==> config.mk <==
export PLATFORM = sky130hd
export DESIGN_NAME = mem_phy
export DESIGN_NICKNAME = d
export VERILOG_FILES = /design/src/rtl/phy_pkg.sv /design/src/rtl/seq_if.sv /design/src/rtl/mem_phy.sv /design/src/rtl/reset_sync.sv /design/src/rtl/lat_calib.sv
export VERILOG_INCLUDE_DIRS = /design/src /design/src/rtl
export SDC_FILE = /design/constraint.sdc
export NUM_CORES = 2
export LEC_CHECK = 0
export BUFFER_PORTS_ARGS = -buffer_cell sky130_fd_sc_hd__buf_2
export CAP_MARGIN = 20
export CORE_MARGIN = 2
export CORE_UTILIZATION = 40
export CTS_CLUSTER_SIZE = 8
export DETAILED_ROUTE_END_ITERATION = 7
export PLACE_DENSITY = 0.63
export SLEW_MARGIN = 20
export SYNTH_ARGS = -nofsm -noshare
export SYNTH_HDL_FRONTEND = slang
export SYNTH_HIERARCHICAL = 1
export SYNTH_SLANG_ARGS = --single-unit
export TNS_END_PERCENT = 20
==> constraint.sdc <==
create_clock -name clk -period 17.5 [get_ports clk]
set_input_delay 1.75 -clock clk [delete_from_list [all_inputs] [get_ports clk]]
set_output_delay 1.75 -clock clk [all_outputs]
set_load 0.05 [all_outputs]
==> src/rtl/phy_consts.svh <==
// constants for the controller-facing side of the memory phy
// assumes inclusion by bare name from the phy package and modules
// Functional notes
// - add-margin step raises read latency counter by three cycles
// - after margin, below minimum latency fails calibration, else it passes
// - matching read lowers latency by one and retries; mismatch goes to margin; code goes to margin on a match once latency is zero
// - latency calibration starts with counter at predefined maximum
// - sharing master builds its own clock generator and delay line, drives ports
// - sharing slave takes clocks and delay codeword from input ports
// - clock and codeword signals are outputs on master, inputs on slave
// - termination master contains control unit and outputs both termination buses
// - global reset low resets clock generator and all phy logic; code leaves the read delay pipe dly_data_r without reset
// - soft reset low holds phy and interface reset low, clock generator runs
// - reset request high while clock generator locked, low out of lock
// - interface reset asserts asynchronously, releases synchronously to interface clock
// - four-stage release pipeline, held in reset until clock generator locks
// - rate ratio is one full rate, two half rate; fields replicated by it
// - interface clock goes out; all controller signals synchronous to it
// - write data twice memory width times ratio plus mask become memory outputs
// - data and mask output enables come from write-data-valid
// - read-data-valid per phase marks data on the read bus; code raises all phases together
// - success output goes high on pass, fail output high on failure
`ifndef PHY_CONSTS_SVH
`define PHY_CONSTS_SVH
`define RATE_RATIO      2
`define MEM_ADDR_W      19
`define MEM_BANK_W      3
`define MEM_CS_W        1
`define MEM_CTL_W       1
`define MEM_DQ_W        9
`define MEMORY_MASK_PINS_W        1
`define MEM_WDQS_W      1
`define MEM_RDQS_W      1
`define DLY_CODE_W      7
`define TERM_SER_W      16
`define TERM_PAR_W      16
`define LAT_W           6
`define LAT_MAX         6'h1f
`define LAT_MIN         6'h04
`define LAT_STEP        6'h01
`define LAT_MARGIN      6'h03
`define SYNC_STAGES     4
`define LOCK_CNT_W      4
`define LOCK_CNT_DONE   4'hf
`define DIV_CNT_W       2
`define DLY_CODE_INIT   7'h20
`define TERM_SER_INIT   16'h1234
`define TERM_PAR_INIT   16'h5678
`endif

==> src/rtl/phy_pkg.sv <==
// types shared by the phy modules
// assumes the constants header sits beside it
package phy_pkg;
`include "phy_consts.svh"
    typedef enum logic [3:0]
    {
        seq_idle,
        seq_write_pattern,
        seq_read_issue,
        seq_read_wait,
        seq_compare,
        seq_reduce,
        seq_flush,
        seq_add_margin,
        calibration_passed_state,
        calibration_failed_state
    } seq_state_e;
    typedef logic [`LAT_W-1:0] lat_t;
endpackage

==> src/rtl/seq_if.sv <==
// carrier between the sequencer and the phy top
// assumes one clock, the interface clock
`timescale 1ns/100ps
`default_nettype none
`include "phy_consts.svh"
interface seq_if;
    logic rd_req;
    logic rd_ret;
    logic rd_match;
    logic owns_bus;
    logic [`LAT_W-1:0] latency;
    logic passed;
    logic failed;
    modport seq
    (
        input  rd_ret, rd_match,
        output rd_req, owns_bus, latency, passed, failed
    );
    modport top
    (
        output rd_ret, rd_match,
        input  rd_req, owns_bus, latency, passed, failed
    );
endinterface
`default_nettype wire

==> src/rtl/mem_phy.sv <==
// controller-facing phy top: clock sharing, termination sharing, resets, calibration
// assumes controller inputs synchronous to the interface clock
`timescale 1ns/100ps
`default_nettype none
`include "phy_consts.svh"
module mem_phy
#(
    parameter bit SHARE_MASTER = 1'b1,
    parameter bit TERM_MASTER  = 1'b1
)
(
    input  wire logic                                     clk,
    input  wire logic                                     rst_b,
    input  wire logic                                     soft_rst_b,
    input  wire logic                                     lock_in,
    input  wire logic                                     share_clk_in,
    input  wire logic [`DLY_CODE_W-1:0]                   dly_code_in,
    output logic                                          share_clk_out,
    output logic [`DLY_CODE_W-1:0]                        dly_code_out,
    input  wire logic [`TERM_SER_W-1:0]                   term_ser_in,
    input  wire logic [`TERM_PAR_W-1:0]                   term_par_in,
    output logic [`TERM_SER_W-1:0]                        term_ser_out,
    output logic [`TERM_PAR_W-1:0]                        term_par_out,
    output logic                                          reset_req_b,
    output logic                                          if_clk_en,
    output logic                                          if_rst_b,
    input  wire logic [`MEM_ADDR_W*`RATE_RATIO-1:0]       ctrl_addr,
    input  wire logic [`MEM_BANK_W*`RATE_RATIO-1:0]       ctrl_bank,
    input  wire logic [`MEM_CS_W*`RATE_RATIO-1:0]         ctrl_cs_b,
    input  wire logic [`MEM_CTL_W*`RATE_RATIO-1:0]        ctrl_ras_b,
    input  wire logic [`MEM_CTL_W*`RATE_RATIO-1:0]        ctrl_cas_b,
    input  wire logic [`MEM_CTL_W*`RATE_RATIO-1:0]        ctrl_we_b,
    input  wire logic [`MEM_DQ_W*2*`RATE_RATIO-1:0]       ctrl_wdata,
    input  wire logic [`MEMORY_MASK_PINS_W*`RATE_RATIO-1:0]         ctrl_write_mask,
    input  wire logic [`MEM_WDQS_W*`RATE_RATIO-1:0]       ctrl_wdata_valid,
    input  wire logic [`MEM_RDQS_W*`RATE_RATIO-1:0]       ctrl_rdata_en,
    output logic [`MEM_DQ_W*2*`RATE_RATIO-1:0]            ctrl_rdata,
    output logic [`RATE_RATIO-1:0]                        ctrl_rdata_valid,
    output logic                                          cal_success,
    output logic                                          cal_fail,
    output logic [`MEM_ADDR_W*`RATE_RATIO-1:0]            mem_addr,
    output logic [`MEM_BANK_W*`RATE_RATIO-1:0]            mem_bank,
    output logic [`MEM_CS_W*`RATE_RATIO-1:0]              mem_cs_b,
    output logic [`MEM_CTL_W*`RATE_RATIO-1:0]             mem_ras_b,
    output logic [`MEM_CTL_W*`RATE_RATIO-1:0]             mem_cas_b,
    output logic [`MEM_CTL_W*`RATE_RATIO-1:0]             mem_we_b,
    output logic [`MEM_DQ_W*2*`RATE_RATIO-1:0]            mem_dq_out,
    output logic [`MEM_DQ_W*2*`RATE_RATIO-1:0]            mem_dq_oe_b,
    input  wire logic [`MEM_DQ_W*2*`RATE_RATIO-1:0]       mem_dq_in,
    output logic [`MEMORY_MASK_PINS_W*`RATE_RATIO-1:0]              memory_mask_pins,
    output logic [`MEMORY_MASK_PINS_W*`RATE_RATIO-1:0]              memory_mask_oe_b
);
    import phy_pkg::*;
    localparam int DQ_PH = `MEM_DQ_W * 2;
    localparam int LW    = `LAT_W;
    localparam int PW    = 1 << LW;

    seq_if sq ();

    logic                   lock_r;
    logic [`LOCK_CNT_W-1:0] lock_cnt_r;
    logic [`DIV_CNT_W-1:0]  div_r;
    logic                   gen_clk_r;
    logic [`DLY_CODE_W-1:0] gen_code_r;
    logic                   lock_now;
    logic                   phy_arst_b;
    logic                   phy_rst_b;
    logic                   rate_en;
    logic [`DLY_CODE_W-1:0] code_now;
    logic                   own_clk_now;
    logic [PW-1:0]          rd_pipe_r;
    logic [DQ_PH*`RATE_RATIO-1:0] dly_data_r [0:PW-1];
    logic                   ret_hit;

    // stand-in clock generator: lock counter, divider and codeword
    always_ff @(posedge clk or negedge rst_b)
    begin
        if (!rst_b)
        begin
            lock_cnt_r <= '0;
            lock_r     <= 1'b0;
        end
        else if (SHARE_MASTER)
        begin
            if (lock_cnt_r != `LOCK_CNT_DONE)
                lock_cnt_r <= lock_cnt_r + 1'b1;
            lock_r <= (lock_cnt_r == `LOCK_CNT_DONE);
        end
        else
            lock_r <= lock_in;
    end

    // soft reset leaves the divider running
    always_ff @(posedge clk or negedge rst_b)
    begin
        if (!rst_b)
        begin
            div_r      <= '0;
            gen_clk_r  <= 1'b0;
            gen_code_r <= '0;
        end
        else
        begin
            div_r      <= div_r + 1'b1;
            gen_clk_r  <= div_r[`DIV_CNT_W-1];
            gen_code_r <= lock_r ? `DLY_CODE_INIT : '0;
        end
    end

    assign lock_now    = lock_r;
    assign own_clk_now = SHARE_MASTER ? gen_clk_r : share_clk_in;
    assign code_now    = SHARE_MASTER ? gen_code_r : dly_code_in;
    assign rate_en     = (`RATE_RATIO == 1) ? 1'b1 : (div_r[0] == 1'b0);

    always_ff @(posedge clk or negedge rst_b)
    begin
        if (!rst_b)
        begin
            share_clk_out <= 1'b0;
            dly_code_out  <= '0;
            reset_req_b   <= 1'b0;
            if_clk_en     <= 1'b0;
        end
        else
        begin
            share_clk_out <= SHARE_MASTER ? own_clk_now : 1'b0;
            dly_code_out  <= SHARE_MASTER ? code_now : '0;
            reset_req_b   <= lock_now;
            if_clk_en     <= rate_en;
        end
    end

    // termination control unit only in the master build
    always_ff @(posedge clk or negedge rst_b)
    begin
        if (!rst_b)
        begin
            term_ser_out <= '0;
            term_par_out <= '0;
        end
        else if (TERM_MASTER)
        begin
            term_ser_out <= `TERM_SER_INIT;
            term_par_out <= `TERM_PAR_INIT;
        end
        else
        begin
            term_ser_out <= term_ser_in;
            term_par_out <= term_par_in;
        end
    end

    assign phy_arst_b = rst_b & soft_rst_b & lock_now;

    reset_sync u_rst
    (
        .clk    (clk),
        .arst_b (phy_arst_b),
        .srst_b (phy_rst_b)
    );

    always_ff @(posedge clk or negedge phy_arst_b)
    begin
        if (!phy_arst_b)
            if_rst_b <= 1'b0;
        else
            if_rst_b <= phy_rst_b;
    end

    lat_calib u_cal
    (
        .clk   (clk),
        .rst_b (phy_rst_b),
        .sq    (sq.seq)
    );

    // read return model: a read surfaces latency plus one cycles after its request, at tap latency of the delay pipe
    always_ff @(posedge clk or negedge phy_rst_b)
    begin
        if (!phy_rst_b)
            rd_pipe_r <= '0;
        else
            rd_pipe_r <= {rd_pipe_r[PW-2:0], sq.rd_req | (|ctrl_rdata_en & ~sq.owns_bus)};
    end

    always_ff @(posedge clk)
    begin
        dly_data_r[0] <= mem_dq_in;
        for (int i = 1; i < PW; i++)
            dly_data_r[i] <= dly_data_r[i-1];
    end

    assign ret_hit      = rd_pipe_r[sq.latency];
    assign sq.rd_ret    = ret_hit;
    assign sq.rd_match  = ret_hit & (&dly_data_r[sq.latency]);

    always_ff @(posedge clk or negedge phy_rst_b)
    begin
        if (!phy_rst_b)
        begin
            ctrl_rdata       <= '0;
            ctrl_rdata_valid <= '0;
            cal_success      <= 1'b0;
            cal_fail         <= 1'b0;
        end
        else
        begin
            ctrl_rdata       <= dly_data_r[sq.latency];
            ctrl_rdata_valid <= (ret_hit & ~sq.owns_bus) ? '1 : '0;
            cal_success      <= sq.passed;
            cal_fail         <= sq.failed & ~sq.passed;
        end
    end

    // command and write forwarding, sequencer drives its own calibration reads on the bus until handover
    always_ff @(posedge clk or negedge phy_rst_b)
    begin
        if (!phy_rst_b)
        begin
            mem_addr         <= '0;
            mem_bank         <= '0;
            mem_cs_b         <= '1;
            mem_ras_b        <= '1;
            mem_cas_b        <= '1;
            mem_we_b         <= '1;
            mem_dq_out       <= '0;
            mem_dq_oe_b      <= '1;
            memory_mask_pins <= '0;
            memory_mask_oe_b <= '1;
        end
        else if (sq.owns_bus)
        begin
            mem_cs_b    <= sq.rd_req ? '0 : '1;
            mem_we_b    <= '1;
            mem_dq_out  <= '1;
            mem_dq_oe_b <= '1;
        end
        else
        begin
            mem_addr         <= ctrl_addr;
            mem_bank         <= ctrl_bank;
            mem_cs_b         <= ctrl_cs_b;
            mem_ras_b        <= ctrl_ras_b;
            mem_cas_b        <= ctrl_cas_b;
            mem_we_b         <= ctrl_we_b;
            mem_dq_out       <= ctrl_wdata;
            memory_mask_pins <= ctrl_write_mask;
            for (int p = 0; p < `RATE_RATIO; p++)
            begin
                mem_dq_oe_b[p*DQ_PH +: DQ_PH] <= {DQ_PH{~ctrl_wdata_valid[p]}};
                memory_mask_oe_b[p]           <= ~ctrl_wdata_valid[p];
            end
        end
    end
endmodule
`default_nettype wire

==> src/rtl/reset_sync.sv <==
// four-stage reset release pipeline
// assumes asynchronous active-low request, release on clk
`timescale 1ns/100ps
`default_nettype none
`include "phy_consts.svh"
module reset_sync
(
    input  wire logic clk,
    input  wire logic arst_b,
    output logic      srst_b
);
    logic [`SYNC_STAGES-1:0] pipe_r;
    always_ff @(posedge clk or negedge arst_b)
    begin
        if (!arst_b)
            pipe_r <= '0;
        else
            pipe_r <= {pipe_r[`SYNC_STAGES-2:0], 1'b1};
    end
    assign srst_b = pipe_r[`SYNC_STAGES-1];
endmodule
`default_nettype wire

==> src/rtl/lat_calib.sv <==
// read latency calibration sequencer
// assumes the top returns read results through the carrier
`timescale 1ns/100ps
`default_nettype none
`include "phy_consts.svh"
module lat_calib
(
    input  wire logic clk,
    input  wire logic rst_b,
    seq_if.seq        sq
);
    import phy_pkg::*;
    seq_state_e state_r;
    lat_t       lat_r;
    logic       match_r;
    always_ff @(posedge clk or negedge rst_b)
    begin
        if (!rst_b)
        begin
            state_r <= seq_idle;
            lat_r   <= `LAT_MAX;
            match_r <= 1'b0;
        end
        else
        begin
            case (state_r)
                seq_idle:          state_r <= seq_write_pattern;
                seq_write_pattern: state_r <= seq_read_issue;
                seq_read_issue:    state_r <= seq_read_wait;
                seq_read_wait:
                    if (sq.rd_ret)
                    begin
                        state_r <= seq_compare;
                        // latch now: the return pipe has moved on by compare
                        match_r <= sq.rd_match;
                    end
                seq_compare:
                    state_r <= match_r ? seq_reduce : seq_add_margin;
                // floor at zero so the reduce step cannot wrap the counter below zero
                seq_reduce:
                    if (lat_r == '0)
                        state_r <= seq_add_margin;
                    else
                    begin
                        lat_r   <= lat_r - `LAT_STEP;
                        state_r <= seq_flush;
                    end
                seq_flush:         state_r <= seq_read_issue;
                seq_add_margin:
                begin
                    lat_r <= lat_r + `LAT_MARGIN;
                    if ((lat_r + `LAT_MARGIN) < `LAT_MIN)
                        state_r <= calibration_failed_state;
                    else
                        state_r <= calibration_passed_state;
                end
                calibration_passed_state: state_r <= calibration_passed_state;
                calibration_failed_state: state_r <= calibration_failed_state;
                default:           state_r <= seq_idle;
            endcase
        end
    end
    assign sq.rd_req   = (state_r == seq_read_issue) || (state_r == seq_flush);
    assign sq.owns_bus = (state_r != calibration_passed_state);
    assign sq.latency  = lat_r;
    assign sq.passed   = (state_r == calibration_passed_state);
    assign sq.failed   = (state_r == calibration_failed_state);
endmodule
`default_nettype wire

==> summary.txt <==
Yosys
  • Post-Syn Area: 74,500 sq um
  • Synth area leader: dfxtp_1
  • Syn Inst Count: 4,443
  • Ys async rst share: roughly 8.9%
  • EDFF count, synth: 0
  • Sequential element share of the synthesized area: a little over two thirds
  • Share of the synthesized area in the top cell type: 61.9%
  • Synthesized area per cell: 16.8 sq um
  • Distinct cells, synth: 90
  • #FFs+latches synth: roughly 2,500
  • Synth warnings: 6
  • Count leader, synth: dfxtp_1
  • Ys flop type: dfxtp_1
  • Top cells by count, synth: dfxtp_1, mux4_2, dfrtp_1
  • Ranking of synthesized cells by area: dfxtp_1, mux4_2, dfrtp_1, mux4_1, mux2i_1

Timing
  • Unrepaired setup endpoints after global routing: no
  • Max Freq: 150 MHz
  • Crit path time final: 6.68 ns
  • Hold Violations, Final: 0
  • Crit share post-route: 38.2%
  • Worst Tran Pin Value: 1.39 ns
  • Worst slew margin: under 10%
  • Clock Skews: 0.106 ns
  • Max Slew Vio Count: 0
  • Fin worst setup slack: ~11 ns
  • Setup TNS: 0 ns
  • Final setup vio count: 0

Route
  • Via density: 5.05
  • Total number of vias: about 38,000
  • Post-route ant nets: 0
  • Iter 0 DRT Violations: roughly 2,100
  • Pre-Repair DR Iteration Count: 5
  • # DRC: 0
  • Final wirelength: 166,000 um
  • DR WL/cell: 22.2 um

Clocking
  • TritonCTS sink count: 2,529
  • Bufs on Longest Clock Path: 4
  • Clock-pin slew of the registers on the worst-case setup and hold paths: 0.05 ns
  • Clock Latency Late Sink: roughly 0.96 ns
  • CTS tree: done
  • CTS Hold Bufs: 0
  • H-tree Lvls: 5
  • Clock Tree Root: clkbuf_16
  • CTS buffer count: 366
  • Resize count post-CTS: 0
  • Total setup buffers inserted after CTS: 0

Setup path
  • Slowest cell on crit path: nor3_1
  • CP most frequent cell: buf_4
  • CP required: between 15 and 20 ns
  • Critical path endpoint category: register
  • CP Class: reg2reg
  • Worst path arrival time: 7.48 ns
  • RR Startpoint: u_cal/sq.latency[2]
  • CP Max Fanout: 40
  • Startpoint class of the critical path: register
  • Worst path top cell family by delay: simple AND/OR/NAND/NOR gates
  • Crit path launch: u_cal/sq.latency[2]
  • WP buf/inv: 3
  • CP cell instances: buf_4, buf_4, buf_4, mux4_1, o22ai_1, nor3_1, o211a_1, nand4_1, nor4_1, nor4b_2, mux2_2
  • CP max stage delay: about 1.1 ns

Status
  • Status: finished clean

Hold path
  • Hold Path Class: reg2async

Floorplan
  • DIE AREA: 190,000 sq um
  • I/O pins: 385
  • Die Y: 435 um
  • Rows: roughly 160
  • Core Area: ~190,000 sq um
  • Die width: 435 um
  • Initial Utilization: approximately two fifths

GRT
  • Vias in the first global route: 40,741
  • Initial antenna violation count: 8
  • Largest net degree at the start of global routing: 103
  • First-pass GRT wire length: 254,000 um
  • Grt total ovfl: 0
  • Gr usage total: 17.5%

Power and ir drop
  • Total power: 0.0125 W
  • Leak Pwr: 36.2 nW
  • Peak VDD IR: 0.0000874 V
  • Pwr per Cell Area: between 100 and 150 nW/um^2

Place
  • Post-placement worst setup slack: approximately 11 ns
  • Final Wtd Congestion: 0.815
  • PortBufs: 318
  • DP Wirelength: 103,000 um

Cells and area
  • Final #Nets: a little over 5,000
  • Diode count: 0
  • Share of layout cells above drive strength 1: 26.1%
  • # fillers: between 15,000 and 20,000
  • Area grow syn2layout: 16.7%

Run
  • Max_cap viols: 0
## cell families after synthesis
group,Yosys count,share of synthesized area [%]
simple gates,428,2.93
fa+ha+maj,3,0.0504
xor+xnor,8,0.0941
other cells,3,0.0151
mux,773,20.2
flops,2529,69.5
buf+inv,318,3.56
compound gates,381,3.57
## layer usage
metal	vias up	global-route usage [%]	wire length [um]
met4	0	6.42	4840
met5	-	0	0
met1	19389	23.6	75600
li1	17163	-	-
met2	873	28.1	78800
met3	275	3.21	6790
## path summary, 6_finish.rpt
path	slack [ns]	cells after the start	to
max	10.82	11	u_cal/match_r
min	0.26	1	u_rst/pipe_r[2]
max reg2reg	10.82	11	u_cal/match_r
min reg2reg	0.26	1	u_rst/pipe_r[2]
max in group asynchronous	15.23	2	mem_addr[17]
min in group clk	0.28	0	dly_data_r[51][24]
## worst register-to-register path: stages (launching register included)
cell and delay (ns):
dfstp_4 0.88, buf_4 0.57, buf_4 0.62, buf_4 0.64
mux4_1 0.28, o22ai_1 0.09, nor3_1 1.11, o211a_1 0.42
nand4_1 0.15, nor4_1 0.92, nor4b_2 0.67, mux2_2 0.27
## report_power, final
| group | leakage [nW] | total [W] | internal, W | switching [W] |
|---|---|---|---|---|
| Clock | 4.69 | 0.00602 | 0.00373 | 0.00229 |
| Combinational | 9.67 | 0.000328 | 0.000139 | 0.000189 |
| Sequential | 21.9 | 0.00615 | 0.00603 | 0.000120 |
| Total | 36.2 | 0.0125 | 0.00990 | 0.00260 |
## sequential cells by signal, summed over array words and instances (netlist names), 2 cells and up
| register | count |
|---|---|
| dly_data_r | 2304 |
| rd_pipe_r | 64 |
| mem_addr | 38 |
| ctrl_rdata | 36 |
| mem_dq_out | 36 |
| mem_bank | 6 |
| u_cal/sq.latency | 6 |
| lock_cnt_r | 4 |
| u_cal/state_r | 4 |
| u_rst/pipe_r | 4 |
| div_r | 2 |
| mem_cas_b | 2 |
| mem_cs_b | 2 |
| mem_dq_oe_b | 2 |
| mem_ras_b | 2 |
| mem_we_b | 2 |
| memory_mask_oe_b | 2 |
| memory_mask_pins | 2 |
## through the flow
step                      std cells  hold WS [ns]  area, sq um  util (%)
after floorplan                4467         0.213        74500         -
final                          7472         0.263        86900      46.9
after global routing           7472         0.283        86900      46.9
after global placement         7036         0.242        77300      41.7
after detailed placement       7036         0.252        77300      41.7
after CTS                      7472         0.279        86900      46.9
## layout make-up
| class | instances | area (sq um) | share of cell area [%] |
|---|---|---|---|
| clock buffers | 424 | 9480 | 10.9 |
| clock inverters | 12 | 109 | 0.125 |
| inverters | 17 | 63.8 | 0.0734 |
| multi-input cells | 1620 | 20200 | 23.2 |
| flip-flops and latches | 2529 | 51800 | 59.6 |
| well taps | 2480 | 3100 | 3.57 |
| repair buffers | 390 | 2170 | 2.50 |
## cell usage in the layout, fill, tap and decap left out, drive strengths merged, types with 8 or more instances in the layout
master	instances
o21ai	39
or2	44
conb	27
and2	11
dfxtp	2304
dfrtp	208
nand2	138
a31oi	16
buf	390
nor3	14
a221oi	17
o221ai	23
dfstp	17
a21oi	76
clkbuf	424
nand4	18
nand3	49
nor2	68
mux4	530
and3	21
a211oi	12
mux2	60
inv	27
nor2b	14
or3	8
a22oi	102
o22ai	43
nand2b	12
mux2i	183
Power figures use the tool's default switching activity.
